### src/common/pse_seq_map.svh
// Timing and strap constants of the port sequencer.
// Assumes a 10 MHz controller clock; included by bare name.
`ifndef PSE_SEQ_MAP_SVH
`define PSE_SEQ_MAP_SVH

// ----------------------------------------------------------------
// Timing figures as printed, and their cycle counts at 10 MHz
// ----------------------------------------------------------------
`define CLK_HZ          10000000
`define ZERO_MS         250
`define STEP_MS         20
`define DET_PERIOD_MS   320
`define CLASS_MS        20
`define RAMP_MS         30
`define OC_MS           60
`define DISC_MS         350
`define BACKOFF_MS      2000
`define RST_BACKOFF_MS  2200
`define CONV_KHZ        250
`define BLINK_HZ        10
`define ZERO_CYC        (`ZERO_MS * (`CLK_HZ / 1000))
`define STEP_CYC        (`STEP_MS * (`CLK_HZ / 1000))
`define DET_PERIOD_CYC  (`DET_PERIOD_MS * (`CLK_HZ / 1000))
`define CLASS_CYC       (`CLASS_MS * (`CLK_HZ / 1000))
`define RAMP_CYC        (`RAMP_MS * (`CLK_HZ / 1000))
`define OC_CYC          (`OC_MS * (`CLK_HZ / 1000))
`define DISC_CYC        (`DISC_MS * (`CLK_HZ / 1000))
`define BACKOFF_CYC     (`BACKOFF_MS * (`CLK_HZ / 1000))
`define RST_BACKOFF_CYC (`RST_BACKOFF_MS * (`CLK_HZ / 1000))
`define CONV_HALF_CYC   (`CLK_HZ / (`CONV_KHZ * 1000 * 2))
`define BLINK_HALF_CYC  (`CLK_HZ / (`BLINK_HZ * 2))
`define OC_DOWN_DIV     16

// ----------------------------------------------------------------
// Strap codes (index of the table row, 0 = pin at rail)
// ----------------------------------------------------------------
`define STRAP_W         4
`define STRAP_ROWS      12

`endif

### src/common/pse_seq_pkg.sv
// Types of the port sequencer.
// Assumes pse_seq_map.svh sits on the include path.
package pse_seq_pkg;

  typedef enum logic [3:0] {
    ST_OFF      = 4'b0000,
    ST_ZERO     = 4'b0001,
    ST_STEP1    = 4'b0010,
    ST_STEP2    = 4'b0011,
    ST_STEP3    = 4'b0100,
    ST_DET_WAIT = 4'b0101,
    ST_CLASS    = 4'b0110,
    ST_RAMP     = 4'b0111,
    ST_POWERED  = 4'b1000,
    ST_ERROR    = 4'b1001,
    ST_BACKOFF  = 4'b1010
  } seq_state_t;

  typedef enum logic [1:0] {
    LVL_15W4 = 2'b00,
    LVL_7W0  = 2'b01,
    LVL_4W0  = 2'b10
  } power_level_t;

  // Detection output drive level
  typedef enum logic [1:0] {
    DRV_ZERO = 2'b00,
    DRV_4V5  = 2'b01,
    DRV_7V5  = 2'b10
  } det_drive_t;

  // Class 3 and 4 share one code
  typedef enum logic [1:0] {
    CLS_0  = 2'b00,
    CLS_1  = 2'b01,
    CLS_2  = 2'b10,
    CLS_34 = 2'b11
  } pd_class_t;

  typedef enum logic [1:0] {
    CUT_400 = 2'b00,
    CUT_98  = 2'b01,
    CUT_180 = 2'b10
  } cut_sel_t;

endpackage : pse_seq_pkg

### src/common/oc_timer_if.sv
// Carrier between the sequencer and its overcurrent timer.
// Assumes both ends share the controller clock.
`timescale 1ns/1ps
interface oc_timer_if;
  logic run;
  logic over;
  logic fault;

  modport seq (output run, output over, input fault);
  modport tmr (input run, input over, output fault);
endinterface : oc_timer_if

### src/rtl/oc_timer.sv
// Overcurrent integrator: counts up while over threshold, down at 1/16.
// Assumes the over flag is already synchronised to i_clk.
`timescale 1ns/1ps
`include "pse_seq_map.svh"
module oc_timer #(
  parameter int OC_CYC = `OC_CYC
) (
  input  wire logic  i_clk,
  input  wire logic  i_nrst,
  oc_timer_if.tmr    tif
);
  localparam int CW = $clog2(OC_CYC + 1);
  localparam logic [CW-1:0] LIMIT = CW'(OC_CYC);

  logic [CW-1:0] cnt_reg;
  logic [3:0]    div_reg;
  logic          fault_reg;
  wire           down_tick = (div_reg == 4'hf);
  wire           at_limit  = (cnt_reg >= LIMIT - CW'(1));

  assign tif.fault = fault_reg;

  always_ff @(posedge i_clk or negedge i_nrst) begin
    if (!i_nrst) begin
      cnt_reg   <= '0;
      div_reg   <= 4'h0;
      fault_reg <= 1'b0;
    end else if (!tif.run) begin
      cnt_reg   <= '0;
      div_reg   <= 4'h0;
      fault_reg <= 1'b0;
    end else if (tif.over) begin
      div_reg <= 4'h0;
      if (at_limit) begin
        fault_reg <= 1'b1;
      end else begin
        cnt_reg <= cnt_reg + CW'(1);
      end
    end else begin
      div_reg <= div_reg + 4'h1;
      if (down_tick && cnt_reg != '0) begin
        cnt_reg <= cnt_reg - CW'(1);
      end
    end
  end
endmodule : oc_timer

### src/rtl/pse_port_seq.sv
// Single-port power-sourcing sequencer: strap, detection, class, power.
// Assumes a digital front end delivering decoded compare results (pins).
`timescale 1ns/1ps
`include "pse_seq_map.svh"

module pse_port_seq #(
  parameter int ZERO_CYC        = `ZERO_CYC,
  parameter int STEP_CYC        = `STEP_CYC,
  parameter int DET_PERIOD_CYC  = `DET_PERIOD_CYC,
  parameter int CLASS_CYC       = `CLASS_CYC,
  parameter int RAMP_CYC        = `RAMP_CYC,
  parameter int OC_CYC          = `OC_CYC,
  parameter int DISC_CYC        = `DISC_CYC,
  parameter int BACKOFF_CYC     = `BACKOFF_CYC,
  parameter int RST_BACKOFF_CYC = `RST_BACKOFF_CYC,
  parameter int BLINK_HALF_CYC  = `BLINK_HALF_CYC,
  parameter int CONV_HALF_CYC   = `CONV_HALF_CYC
) (
  input  wire logic                i_clk,
  input  wire logic                i_nrst,
  input  wire logic [`STRAP_W-1:0] i_strap_level,
  input  wire logic                i_strap_valid,
  input  wire logic                i_undervoltage_lockout,
  input  wire logic                i_valid_signature_window,
  input  wire logic [1:0]          i_class_current_sense,
  input  wire logic                i_over_threshold,
  input  wire logic                i_below_hold_current,
  input  wire logic                i_over_power,
  input  wire logic                i_ramp_done,
  input  wire logic                i_open_circuit,
  output logic                     o_conv_clk,
  output logic                     o_switcher_transistor,
  output logic                     o_pass_transistor,
  output logic [1:0]               o_det_drive,
  output logic                     o_class_mode,
  output logic                     o_ramp_en,
  output logic [1:0]               o_overload_threshold,
  output logic                     o_status_indicator,
  output logic                     o_status_pin_oe_n,
  output logic [1:0]               o_class,
  output logic [1:0]               o_power_level,
  output logic                     o_midspan,
  output logic                     o_error
);
  // ----------------------------------------------------------------
  // Synchronisers and constants
  // ----------------------------------------------------------------
  localparam int TW = 26;
  localparam logic [TW-1:0] T_ZERO  = TW'(ZERO_CYC - 1);
  localparam logic [TW-1:0] T_STEP  = TW'(STEP_CYC - 1);
  localparam logic [TW-1:0] T_PER   = TW'(DET_PERIOD_CYC - 1);
  localparam logic [TW-1:0] T_CLS   = TW'(CLASS_CYC - 1);
  localparam logic [TW-1:0] T_RAMP  = TW'(RAMP_CYC - 1);
  localparam logic [TW-1:0] T_DISC  = TW'(DISC_CYC - 1);
  localparam logic [TW-1:0] T_BOFF  = TW'(BACKOFF_CYC - 1);
  localparam logic [TW-1:0] T_RBOFF = TW'(RST_BACKOFF_CYC - 1);
  localparam logic [TW-1:0] T_BLINK = TW'(BLINK_HALF_CYC - 1);
  localparam logic [7:0]    T_CONV  = 8'(CONV_HALF_CYC - 1);

  logic [9:0] meta_reg;
  logic [9:0] sync_reg;
  logic [`STRAP_W-1:0] strap_m_reg;
  logic [`STRAP_W-1:0] strap_s_reg;

  always_ff @(posedge i_clk or negedge i_nrst) begin
    if (!i_nrst) begin
      meta_reg    <= 10'h000;
      sync_reg    <= 10'h000;
      strap_m_reg <= '0;
      strap_s_reg <= '0;
    end else begin
      meta_reg    <= {i_strap_valid, i_undervoltage_lockout, i_valid_signature_window,
                      i_class_current_sense, i_over_threshold, i_below_hold_current,
                      i_over_power, i_ramp_done, i_open_circuit};
      sync_reg    <= meta_reg;
      strap_m_reg <= i_strap_level;
      strap_s_reg <= strap_m_reg;
    end
  end

  wire            s_strap_valid = sync_reg[9];
  wire            s_undervoltage_lockout        = sync_reg[8];
  wire            s_sig_ok      = sync_reg[7];
  wire [1:0]      s_cls         = sync_reg[6:5];
  wire            s_over        = sync_reg[4];
  wire            s_low_i       = sync_reg[3];
  wire            s_over_pwr    = sync_reg[2];
  wire            s_ramp_done   = sync_reg[1];
  wire            s_open        = sync_reg[0];

  // ----------------------------------------------------------------
  // Strap decode
  // ----------------------------------------------------------------
  // Rows: 0..2 auto endpoint, 3..5 reset endpoint, 6..8 reset midspan,
  // 9..11 auto midspan; levels rise with the row in endpoint rows, fall in midspan rows.
  function automatic logic [3:0] strap_decode(input logic [`STRAP_W-1:0] row);
    logic [1:0] lvl;
    logic       mid;
    logic       on_rst;
    lvl = 2'b00;
    mid = 1'b0;
    on_rst = 1'b0;
    case (row)
      4'h0:    begin lvl = 2'b00; mid = 1'b0; on_rst = 1'b0; end
      4'h1:    begin lvl = 2'b01; mid = 1'b0; on_rst = 1'b0; end
      4'h2:    begin lvl = 2'b10; mid = 1'b0; on_rst = 1'b0; end
      4'h3:    begin lvl = 2'b00; mid = 1'b0; on_rst = 1'b1; end
      4'h4:    begin lvl = 2'b01; mid = 1'b0; on_rst = 1'b1; end
      4'h5:    begin lvl = 2'b10; mid = 1'b0; on_rst = 1'b1; end
      4'h6:    begin lvl = 2'b10; mid = 1'b1; on_rst = 1'b1; end
      4'h7:    begin lvl = 2'b01; mid = 1'b1; on_rst = 1'b1; end
      4'h8:    begin lvl = 2'b00; mid = 1'b1; on_rst = 1'b1; end
      4'h9:    begin lvl = 2'b10; mid = 1'b1; on_rst = 1'b0; end
      4'ha:    begin lvl = 2'b01; mid = 1'b1; on_rst = 1'b0; end
      default: begin lvl = 2'b00; mid = 1'b1; on_rst = 1'b0; end
    endcase
    return {lvl, mid, on_rst};
  endfunction : strap_decode

  // Class allowed for level: all / class 1 or 2 / class 1
  function automatic logic class_ok(input logic [1:0] lvl, input logic [1:0] cls);
    return (lvl == 2'(pse_seq_pkg::LVL_15W4)) ||
           (lvl == 2'(pse_seq_pkg::LVL_7W0) &&
            (cls == 2'(pse_seq_pkg::CLS_1) || cls == 2'(pse_seq_pkg::CLS_2))) ||
           (cls == 2'(pse_seq_pkg::CLS_1));
  endfunction : class_ok

  logic       cfg_done_reg;
  logic [1:0] level_reg;
  logic       midspan_reg;
  logic       on_rst_reg;
  wire  [3:0] strap_dec = strap_decode(strap_s_reg);

  // One-shot strap capture after reset release
  always_ff @(posedge i_clk or negedge i_nrst) begin
    if (!i_nrst) begin
      cfg_done_reg <= 1'b0;
      level_reg    <= 2'b00;
      midspan_reg  <= 1'b0;
      on_rst_reg   <= 1'b0;
    end else if (!cfg_done_reg && s_strap_valid) begin
      cfg_done_reg <= 1'b1;
      level_reg    <= strap_dec[3:2];
      midspan_reg  <= strap_dec[1];
      on_rst_reg   <= strap_dec[0];
    end
  end

  // ----------------------------------------------------------------
  // Sequencer
  // ----------------------------------------------------------------
  pse_seq_pkg::seq_state_t state_reg;
  pse_seq_pkg::seq_state_t state_next;
  logic [TW-1:0] tmr_reg;
  logic [TW-1:0] per_reg;
  logic [TW-1:0] disc_reg;
  logic [1:0]    class_reg;
  logic          wait_open_reg;
  oc_timer_if    oci ();

  wire tmr_hit  = (state_reg == pse_seq_pkg::ST_ZERO  && tmr_reg == T_ZERO)  ||
                  (state_reg == pse_seq_pkg::ST_STEP1 && tmr_reg == T_STEP)  ||
                  (state_reg == pse_seq_pkg::ST_STEP2 && tmr_reg == T_STEP)  ||
                  (state_reg == pse_seq_pkg::ST_STEP3 && tmr_reg == T_STEP)  ||
                  (state_reg == pse_seq_pkg::ST_CLASS && tmr_reg == T_CLS)   ||
                  (state_reg == pse_seq_pkg::ST_RAMP  && tmr_reg == T_RAMP)  ||
                  (state_reg == pse_seq_pkg::ST_ERROR &&
                   tmr_reg == (on_rst_reg ? T_RBOFF : T_BOFF))               ||
                  (state_reg == pse_seq_pkg::ST_BACKOFF &&
                   tmr_reg == (midspan_reg ? T_BOFF : T_ZERO));
  wire per_hit  = (per_reg >= T_PER);
  wire powered  = (state_reg == pse_seq_pkg::ST_POWERED);
  wire disc_hit = powered && s_low_i && (disc_reg == T_DISC);
  // Overpower, overcurrent or undervoltage while ramping or powered
  wire run_fault = oci.fault || s_over_pwr || s_undervoltage_lockout;

  assign oci.run  = powered || state_reg == pse_seq_pkg::ST_RAMP;
  assign oci.over = s_over;

  oc_timer #(.OC_CYC(OC_CYC)) u_oc (
    .i_clk  (i_clk),
    .i_nrst (i_nrst),
    .tif    (oci)
  );

  always_comb begin
    state_next = state_reg;
    unique case (state_reg)
      // Leave idle only past undervoltage threshold
      pse_seq_pkg::ST_OFF:
        if (cfg_done_reg && !s_undervoltage_lockout) state_next = pse_seq_pkg::ST_ZERO;
      pse_seq_pkg::ST_ZERO:
        if (s_undervoltage_lockout) state_next = pse_seq_pkg::ST_ERROR;
        else if (tmr_hit) state_next = pse_seq_pkg::ST_STEP1;
      pse_seq_pkg::ST_STEP1:
        if (s_undervoltage_lockout) state_next = pse_seq_pkg::ST_ERROR;
        else if (tmr_hit) state_next = pse_seq_pkg::ST_STEP2;
      pse_seq_pkg::ST_STEP2:
        if (s_undervoltage_lockout) state_next = pse_seq_pkg::ST_ERROR;
        else if (tmr_hit) state_next = pse_seq_pkg::ST_STEP3;
      pse_seq_pkg::ST_STEP3:
        if (s_undervoltage_lockout) state_next = pse_seq_pkg::ST_ERROR;
        // Good signature wins unless waiting to see the port open, else wait out the period
        else if (tmr_hit && s_sig_ok && !wait_open_reg) state_next = pse_seq_pkg::ST_CLASS;
        else if (tmr_hit) state_next = pse_seq_pkg::ST_DET_WAIT;
      // Next attempt on the 320 ms period
      pse_seq_pkg::ST_DET_WAIT:
        if (s_undervoltage_lockout) state_next = pse_seq_pkg::ST_ERROR;
        else if (per_hit) state_next = pse_seq_pkg::ST_ZERO;
      pse_seq_pkg::ST_CLASS:
        if (s_undervoltage_lockout) state_next = pse_seq_pkg::ST_ERROR;
        else if (tmr_hit && class_ok(level_reg, s_cls)) state_next = pse_seq_pkg::ST_RAMP;
        else if (tmr_hit) state_next = pse_seq_pkg::ST_ERROR;
      pse_seq_pkg::ST_RAMP:
        if (run_fault) state_next = pse_seq_pkg::ST_ERROR;
        else if (s_ramp_done || tmr_hit) state_next = pse_seq_pkg::ST_POWERED;
      // Stay on until a cause to stop
      pse_seq_pkg::ST_POWERED:
        if (run_fault) state_next = pse_seq_pkg::ST_ERROR;
        // Disconnect after 350 ms low current
        else if (disc_hit) state_next = pse_seq_pkg::ST_BACKOFF;
      // Two seconds of rapid blink (2.2 s in restart-on-reset mode), then redetect
      pse_seq_pkg::ST_ERROR:
        if (tmr_hit) state_next = pse_seq_pkg::ST_ZERO;
      pse_seq_pkg::ST_BACKOFF:
        if (tmr_hit) state_next = pse_seq_pkg::ST_ZERO;
      default: state_next = pse_seq_pkg::ST_OFF;
    endcase
  end

  always_ff @(posedge i_clk or negedge i_nrst) begin
    if (!i_nrst) begin
      state_reg <= pse_seq_pkg::ST_OFF;
      tmr_reg   <= '0;
    end else begin
      state_reg <= state_next;
      tmr_reg   <= (state_next != state_reg) ? '0 : tmr_reg + TW'(1);
    end
  end

  // Attempt period starts with each zero interval
  always_ff @(posedge i_clk or negedge i_nrst) begin
    if (!i_nrst) begin
      per_reg <= '0;
    end else if (state_next == pse_seq_pkg::ST_ZERO && state_reg != pse_seq_pkg::ST_ZERO) begin
      per_reg <= '0;
    end else if (!per_hit) begin
      per_reg <= per_reg + TW'(1);
    end
  end

  always_ff @(posedge i_clk or negedge i_nrst) begin
    if (!i_nrst) begin
      disc_reg <= '0;
    end else if (!powered || !s_low_i) begin
      disc_reg <= '0;
    end else if (disc_reg != T_DISC) begin
      disc_reg <= disc_reg + TW'(1);
    end
  end

  // Restart-on-reset mode refuses power until the port is seen open
  always_ff @(posedge i_clk or negedge i_nrst) begin
    if (!i_nrst) begin
      wait_open_reg <= 1'b0;
      class_reg     <= 2'b00;
    end else begin
      if (state_next == pse_seq_pkg::ST_ERROR && run_fault && on_rst_reg) begin
        wait_open_reg <= 1'b1;
      end else if (s_open && state_reg != pse_seq_pkg::ST_ERROR) begin
        wait_open_reg <= 1'b0;
      end
      if (state_reg == pse_seq_pkg::ST_CLASS) begin
        class_reg <= s_cls;
      end
    end
  end

  // ----------------------------------------------------------------
  // Converter clock and indicator dividers
  // ----------------------------------------------------------------
  logic [7:0]    conv_div_reg;
  logic          conv_ph_reg;
  logic [TW-1:0] blink_div_reg;
  logic          blink_ph_reg;
  wire sourcing = state_reg == pse_seq_pkg::ST_CLASS || state_reg == pse_seq_pkg::ST_RAMP ||
                  powered;
  wire in_det   = state_reg inside {pse_seq_pkg::ST_ZERO, pse_seq_pkg::ST_STEP1,
                  pse_seq_pkg::ST_STEP2, pse_seq_pkg::ST_STEP3, pse_seq_pkg::ST_DET_WAIT};
  wire is_err   = state_reg == pse_seq_pkg::ST_ERROR;

  always_ff @(posedge i_clk or negedge i_nrst) begin
    if (!i_nrst) begin
      conv_div_reg  <= 8'h00;
      conv_ph_reg   <= 1'b0;
      blink_div_reg <= '0;
      blink_ph_reg  <= 1'b0;
    end else begin
      conv_div_reg <= (conv_div_reg == T_CONV) ? 8'h00 : conv_div_reg + 8'h01;
      if (conv_div_reg == T_CONV) conv_ph_reg <= ~conv_ph_reg;
      if (!is_err || blink_div_reg == T_BLINK) blink_div_reg <= '0;
      else blink_div_reg <= blink_div_reg + TW'(1);
      if (!is_err) blink_ph_reg <= 1'b1;
      else if (blink_div_reg == T_BLINK) blink_ph_reg <= ~blink_ph_reg;
    end
  end

  // ----------------------------------------------------------------
  // Registered outputs
  // ----------------------------------------------------------------
  always_ff @(posedge i_clk or negedge i_nrst) begin
    if (!i_nrst) begin
      o_conv_clk            <= 1'b0;
      o_switcher_transistor <= 1'b0;
      o_pass_transistor     <= 1'b0;
      o_det_drive           <= 2'b00;
      o_class_mode          <= 1'b0;
      o_ramp_en             <= 1'b0;
      o_overload_threshold  <= 2'b00;
      o_status_indicator    <= 1'b0;
      o_status_pin_oe_n     <= 1'b1;
      o_class               <= 2'b00;
      o_power_level         <= 2'b00;
      o_midspan             <= 1'b0;
      o_error               <= 1'b0;
    end else begin
      // Converter and pass only after valid detection
      o_conv_clk            <= sourcing && conv_ph_reg;
      o_switcher_transistor <= sourcing;
      o_pass_transistor     <= sourcing;
      o_det_drive <= (state_reg == pse_seq_pkg::ST_STEP2) ? 2'(pse_seq_pkg::DRV_7V5) :
                     (state_reg == pse_seq_pkg::ST_STEP1 ||
                      state_reg == pse_seq_pkg::ST_STEP3) ? 2'(pse_seq_pkg::DRV_4V5) :
                     2'(pse_seq_pkg::DRV_ZERO);
      // 18 V, 75 mA classification mode
      o_class_mode <= state_reg == pse_seq_pkg::ST_CLASS;
      o_ramp_en    <= state_reg == pse_seq_pkg::ST_RAMP || powered;
      // Threshold by class; clamp is fixed
      o_overload_threshold <= (class_reg == 2'(pse_seq_pkg::CLS_1)) ? 2'(pse_seq_pkg::CUT_98) :
                              (class_reg == 2'(pse_seq_pkg::CLS_2)) ? 2'(pse_seq_pkg::CUT_180) :
                              2'(pse_seq_pkg::CUT_400);
      // Pin turns output after strap capture
      o_status_pin_oe_n <= ~cfg_done_reg;
      // Steady when powered, pulse per attempt, blink
      o_status_indicator <= cfg_done_reg && (powered ||
                            (in_det && state_reg == pse_seq_pkg::ST_ZERO &&
                             tmr_reg <= T_STEP) || (is_err && blink_ph_reg));
      o_class       <= class_reg;
      o_power_level <= level_reg;
      o_midspan     <= midspan_reg;
      o_error       <= is_err;
    end
  end
endmodule : pse_port_seq

### config.mk
export PLATFORM = sky130hd
export DESIGN_NAME = pse_port_seq
export DESIGN_NICKNAME = d
export VERILOG_FILES = /design/src/common/pse_seq_pkg.sv /design/src/common/oc_timer_if.sv /design/src/rtl/oc_timer.sv /design/src/rtl/pse_port_seq.sv
export VERILOG_INCLUDE_DIRS = /design/src /design/src/common
export SDC_FILE = /design/constraint.sdc
export NUM_CORES = 1
export LEC_CHECK = 0
export ABC_AREA = 1
export BUFFER_PORTS_ARGS = -buffer_cell sky130_fd_sc_hd__clkbuf_2
export CAP_MARGIN = 15
export CORE_AREA = 2 2 172 174
export DETAILED_ROUTE_END_ITERATION = 8
export DIE_AREA = 0 0 174 176
export PLACE_DENSITY_LB_ADDON = 0.12
export SYNTH_ARGS = -nofsm -noshare
export SYNTH_HDL_FRONTEND = slang
export SYNTH_HIERARCHICAL = 1
export SYNTH_SLANG_ARGS = --single-unit
### constraint.sdc
create_clock -name i_clk -period 5 [get_ports i_clk]
set_input_delay 0.5 -clock i_clk [delete_from_list [all_inputs] [get_ports i_clk]]
set_output_delay 0.5 -clock i_clk [all_outputs]
set_load 0.005 [all_outputs]
# Word level (Yosys, flattened, before mapping)
# Memories as Yosys holds them, arrays and structs flattened. A register that Yosys moved wholly into a read port is not among the register bits.
# Index checks and enable logic that the tools add are counted.
[classes]
n_addsub = 8
magnitude_cmp = 3
n_eq_ne = 36
n_mux = 47
bitwise = 3
reduce_logical = 63
[ops]
columns = ["cell", "count"]
rows = [
  ["$mux 26", 6],
  ["$add 26x1->26 const B", 4],
  ["$mux 4", 22],
  ["$mux 20", 4],
  ["$eq 26x19->1 const B", 2],
  ["$eq 26x22->1 const B", 2],
  ["$eq 26x25->1", 2],
  ["$pmux 4 s10", 1],
  ["$eq 26x18->1 const B", 1],
  ["$ge 26x22->1 const B", 1],
  ["$le 26x18->1 const B", 1],
  ["$logic_and 1x1->1", 26],
  ["$ne 26x22->1 const B", 1],
  ["$mux 25", 1],
  ["$mux 23", 1],
  ["$logic_or 1x1->1", 21],
  ["$add 20x1->20 const B", 1],
  ["$eq 4x4->1 const B", 5],
  ["$ge 20x20->1 const B", 1],
  ["$reduce_bool 20->1", 1],
  ["$sub 20x1->20 const B", 1],
  ["$eq 4x3->1 const B", 4],
  ["$add 8x1->8 const B", 1],
  ["$eq 4x1->1 const B", 2],
  ["other kinds (22)", 48],
]
[totals]
ff_bits = 191
romBits = 64
output_inout_bits = 17
elab_cells = 191
n_memories = 1
[mem_list]
columns = ["memory", "depth", "word_bits", "read_ports", "rd_ports_with_merged_regs", "wr", "line_no", "rtl"]
rows = [
  ["(no name shown)", 16, 4, 1, 1, 0, "pse_port_seq.sv:103", "case (row)"],
]

# Longest topological paths before layout
[logic_depth]
word_depth = 18
mapped_depth = 21
depth_no_buf = 19

# By module
# The synthesis kept the hierarchy.
[by_module_without_submodules]
columns = ["module", "n_inst", "cells_each", "area_per_inst_um2", "seq_area_each_um2"]
rows = [
  ["pse_port_seq", 1, 1123, 9003.6, 4255.3],
  ["oc_timer", 1, 376, 2339.7, 625.6],
]

# Worst setup path after synthesis
# OpenSTA, ideal clock, no wires.
[synth_path]
path_kind = "register to register"
from = "register tmr_reg[0]"
to = "register tmr_reg[9]"
setup_ns = 0.128
t_arrival_ns = 2.140
path_slack_ns = 2.733
stages_incl_launch_ff = 19
n_path_buf = 1
synth_period_minus_slack_ns = 2.267
cell_sequence = "dfrtp_1 > ha_1 > nand2_1 > nor2_1 > nand3_1 > nor2_1 > nand2_1 > nand2_1 > nor2_2 > nand3_4 > o21ai_1 > nand2_1 > a21oi_2 > nand2_2 > nand2_1 > nand2_2 > nand3_4 > buf_12 > nor2_4"
[synth_between]
elab_chain_cells = 16
word_cells_on_any_way = 43
classes_between = "add/sub: 1; eq/ne: 6; mux: 17; reduce/logical: 19"
[synth_lines]
columns = ["item", "line_no", "rtl"]
rows = [
  ["from (decl)", "pse_port_seq.sv:154", "logic [TW-1:0] tmr_reg;"],
  ["from (signal assigned)", "pse_port_seq.sv:237", "tmr_reg <= (state_next != state_reg) ? '0 : tmr_reg + TW'(1);"],
  ["$eq 26x22->1 or $eq 26x18->1 (tied branches)", "n/a", ""],
  ["$logic_and 1x1->1 (on tied branches)", "pse_port_seq.sv:161, pse_port_seq.sv:162", ""],
  ["$logic_or 1x1->1", "pse_port_seq.sv:161", "wire tmr_hit = (state_reg == pse_seq_pkg::ST_ZERO && tmr_reg == T_ZERO) ||"],
  ["$logic_or 1x1->1", "pse_port_seq.sv:162", "(state_reg == pse_seq_pkg::ST_STEP1 && tmr_reg == T_STEP) ||"],
  ["$logic_or 1x1->1", "pse_port_seq.sv:163", "(state_reg == pse_seq_pkg::ST_STEP2 && tmr_reg == T_STEP) ||"],
  ["$logic_or 1x1->1", "pse_port_seq.sv:164", "(state_reg == pse_seq_pkg::ST_STEP3 && tmr_reg == T_STEP) ||"],
  ["$logic_or 1x1->1", "pse_port_seq.sv:165", "(state_reg == pse_seq_pkg::ST_CLASS && tmr_reg == T_CLS) ||"],
  ["$logic_or 1x1->1", "pse_port_seq.sv:166", "(state_reg == pse_seq_pkg::ST_RAMP && tmr_reg == T_RAMP) ||"],
  ["$logic_or 1x1->1 (*)", "pse_port_seq.sv:168", "tmr_reg == (on_rst_reg ? T_RBOFF : T_BOFF)) ||"],
  ["$logic_and 1x1->1 (2 in a row)", "pse_port_seq.sv:204", "else if (tmr_hit && s_sig_ok && !wait_open_reg) state_next = pse_seq_pkg::ST_CLASS;"],
  ["$mux 4", "pse_port_seq.sv:204", ""],
  ["$mux 4", "pse_port_seq.sv:202", "if (s_undervoltage_lockout) state_next = pse_seq_pkg::ST_ERROR;"],
  ["$pmux 4 s10 (*)", "pse_port_seq.sv:188", "unique case (state_reg)"],
  ["net state_next[0]", "pse_port_seq.sv:153", "pse_seq_pkg::seq_state_t state_next;"],
  ["$ne 4x4->1 (*)", "pse_port_seq.sv:237", ""],
  ["$mux 26 (*)", "pse_port_seq.sv:237", ""],
]
# The timed path passes the listed nets; every way through them passes the cells marked *.
# A chain may end at the register's enable or synchronous reset.

# Worst setup path after layout
[layout_path]
from = "register tmr_reg[0]"
to = "register tmr_reg[25]"
[layout_between]
elab_chain_cells = 16
word_cells_on_any_way = 43
classes_between = "add/sub: 1; eq/ne: 6; mux: 17; reduce/logical: 19"
[layout_lines]
columns = ["item", "line_no"]
rows = [
  ["$eq 26x22->1 or $eq 26x18->1 (tied branches)", "n/a"],
  ["$logic_and 1x1->1 (on tied branches)", "pse_port_seq.sv:161, pse_port_seq.sv:162"],
  ["$logic_or 1x1->1", "pse_port_seq.sv:161"],
  ["$logic_or 1x1->1", "pse_port_seq.sv:162"],
  ["$logic_or 1x1->1", "pse_port_seq.sv:163"],
  ["$logic_or 1x1->1", "pse_port_seq.sv:164"],
  ["$logic_or 1x1->1", "pse_port_seq.sv:165"],
  ["$logic_or 1x1->1", "pse_port_seq.sv:166"],
  ["$logic_or 1x1->1", "pse_port_seq.sv:168"],
  ["$logic_and 1x1->1 (2 in a row)", "pse_port_seq.sv:204"],
  ["$mux 4", "pse_port_seq.sv:204"],
  ["$mux 4", "pse_port_seq.sv:202"],
  ["$pmux 4 s10", "pse_port_seq.sv:188"],
  ["$ne 4x4->1", "pse_port_seq.sv:237"],
  ["$mux 26 (*)", "pse_port_seq.sv:237"],
]
# Mark *: on every way between the ends. The rest lies on a longest branch, timed or not.

==> results.json <==
{
  "ys_top_cells_by_area": "dfrtp_1 (43%), nand2_1 (12%), nor2_1 (8.3%), inv_1 (6.3%), nand3_1 (4.5%)",
  "ys_warn_count": 6,
  "path_delay_family": "simple AND/OR/NAND/NOR gates",
  "seqCellArea_um2": 4881,
  "crit_arrival_ns": 3.38,
  "synth_edf_count": 0,
  "setup_viol": 0,
  "nFillCells": 3003,
  "cts_buffers": 17,
  "first_global_vias": 9079,
  "synth_compound_area_share_pct": 5.526,
  "async_reset_ff_share_pct": 100.0,
  "clk-insertion-delay-late_ns": 0.45,
  "die_height_um": 176,
  "cts_resized": 0,
  "critical_path_buf_inv_count": 0,
  "htreeDepth": 4,
  "ys_seq_area_share_pct": 43.03,
  "syn-num-nets": 1545,
  "pwr-share-comb_pct": 27.8,
  "p_int_mw": 2.756,
  "synth_fa_ha_area_share_pct": 3.375,
  "period_share_pct": 60.51,
  "clkTransAtPathRegs_ns": 0.08,
  "avgViaCountPerCell": 4.798,
  "syn_area_um2": 11340,
  "synth.mux.area_fraction_pct": 0.08824,
  "worst_setup_path_start_kind": "register",
  "max_slew_margin_pct": 40.83,
  "peakVddDrop_mv": 0.2395,
  "synth_top_flop_cell": "dfrtp_1",
  "cts_tree": "done",
  "worstPathCellList": "ha_1 > nand2_1 > nor2_1 > nand3_1 > nor2_1 > nand2_1 > nor2_1 > nor2_2 > nand3_4 > nand2_1 > nand3_1 > nand2_1 > a21oi_2 > nand3_1 > nand2_2 > nand3_4 > nor2_1",
  "die_area_um2": 30620,
  "nNetsFinal": 1579,
  "grt_first_pass_wirelength_mm": 45.06,
  "power_density_nw_per_um2": 360.5,
  "syn_inst": 1499,
  "holdWs_ns": 0.08450,
  "worstMarginPinSlew_ns": 0.8854,
  "synth_top_family_by_area": "simple AND/OR/NAND/NOR gates",
  "worstSetupPathType": "register to register",
  "hp-class": "primary input to async pin",
  "place_congestion": 0.8725,
  "max-cap-violations": 0,
  "rsz0062_at_grt": "no",
  "max_stage_delay_ns": 0.50,
  "critical_path.max_fanout": 26,
  "antenna_cells": 0,
  "slew_viol_final": 0,
  "switching_share_pct": 38.73,
  "cts-root-buf": "clkbuf_16",
  "remaining_drc_errors": 0,
  "utilization_pct": 43.71,
  "grt_max_degree": 104,
  "rows": 62,
  "power_leakage_nw": 5.763,
  "syn_avg_cell_area_um2": 7.567,
  "max_freq_ghz": 0.3305,
  "antenna_found_initial": 0,
  "synthSimpleGateAreaFrac_pct": 36.37,
  "gr-usage-all-layers_pct": 18.04,
  "portBuffers": 32,
  "wl_per_cell_um": 13.41,
  "totalWireLength_mm": 25.88,
  "final-hold-violation-count": 0,
  "pwr-share-clk_pct": 31.6,
  "core-area_um2": 28550,
  "drtAntennaViolNets": 0,
  "drive_above_1_share_pct": 10.35,
  "total_power_mw": 4.498,
  "clock_sinks": 195,
  "end_kind": "register",
  "cp.required_ns": 5.35,
  "yosysTopAreaCell": "dfrtp_1",
  "yosysUniqueCellTypes": 51,
  "seqPwrFrac_pct": 40.6,
  "outcome": "completed",
  "p_sw_mw": 1.742,
  "place_hpwl_mm": 19.18,
  "postCtsSetupBuffers": 0,
  "synth_top_area_share_pct": 42.80,
  "synth-xor-area-share_pct": 3.475,
  "firstDrtPassIters": 5,
  "place_inst": 1898,
  "slowest_stage": "nand3_4",
  "ys_seq_elements": 195,
  "cts_hold_buffers": 0,
  "multi_input_area_um2": 5539,
  "cts.path.max_buffers": 2,
  "die_w_um": 174,
  "start_util_pct": 39.74,
  "drtIter0Drc": 560,
  "syn2layout_area_growth_pct": 10.00,
  "skew_ns": 0.01375,
  "fin_crit_ns": 3.025,
  "stdcell_count": 1930,
  "grt-ovfl-total": 0,
  "pin_count": 33,
  "setup_tns_ns": 0,
  "vias": 9260
}
==> layout by cell type, fill, tap and decap left out, types with 12 or more instances in the layout <==
master,instances
ha_1,29
o21ai_0,39
inv_1,190
nor3_1,47
nor2_1,251
clkbuf_16,17
nand2_2,17
nand4_1,35
nand2_1,348
nand3_1,101
xor2_1,37
nor2_2,12
nor2_4,25
dfrtp_1,194
inv_2,13
clkbuf_2,31
a21oi_1,42
nor4_1,18
==> metrics by stage <==
| stage | setup WS [ns] | instance area, um^2 |
|---|---|---|
| detailed placement | 1.945 | 11860 |
| global placement | 1.985 | 11860 |
| global route | 1.536 | 12480 |
| finish | 1.975 | 12480 |
| CTS | 1.917 | 12480 |
| floorplan | 2.733 | 11340 |
==> cells by family after synthesis <==
family / after synthesis
simple gates: 895
xor+xnor: 45
compound gates: 111
fa+ha+maj: 30
flops: 195
mux: 1
buf+inv: 222
==> synth_stat cells, drive strengths merged, types with 2 or more instances <==
library cell,instances
a211oi,3
a21oi,46
a31oi,5
and3,2
buf,15
clkbuf,3
dfrtp,194
ha,29
inv,203
nand2,365
nand3,111
nand3b,8
nand4,35
nor2,288
nor3,48
nor3b,6
nor4,19
o21a,4
o21ai,43
o21bai,3
or2,13
xnor2,8
xor2,37
==> area by class of cell <==
type	instances	area share, %
clock buffer	17	3.409
multi-input combinational	1082	44.39
sequential	195	39.12
clock inverter	15	1.584
timing repair buffer	33	1.514
inverter	204	6.137
tap	384	3.850
==> layer usage <==
layer,global-route usage [%],share of wire [%]
met1,24.87,49
met4,5.252,1.7
met2,29.23,46
met5,0,0
met3,3.144,3.0
==> worst paths after layout <==
check | startpoint | end | slack (ns) | cells after the start
max | tmr_reg[0]$_DFF_PN0_ | tmr_reg[25]$_DFF_PN0_ | 1.97 | 17
min | i_nrst | tmr_reg[15]$_DFF_PN0_ | 0.08 | 1
max reg2reg | tmr_reg[0]$_DFF_PN0_ | tmr_reg[25]$_DFF_PN0_ | 1.97 | 17
min reg2reg | strap_m_reg[1]$_DFF_PN0_ | strap_s_reg[1]$_DFF_PN0_ | 0.35 | 0
max in group asynchronous | i_nrst | o_det_drive[0]$_DFF_PN0_ | 3.91 | 2
min in group i_clk | i_over_threshold | meta_reg[4]$_DFF_PN0_ | 0.15 | 1
==> power groups by stage <==
stage / logic (mW) / clock network, mW / registers (mW)
2_1_floorplan: 1.09 / 0 / 1.81
3_3_place_gp: 1.28 / 0 / 1.85
3_5_place_dp: 1.27 / 0 / 1.85
4_1_cts: 1.28 / 1.47 / 1.83
5_1_grt: 1.42 / 1.54 / 1.85
6_report: 1.25 / 1.42 / 1.83
Note: power is estimated with default switching activity, not from simulation.
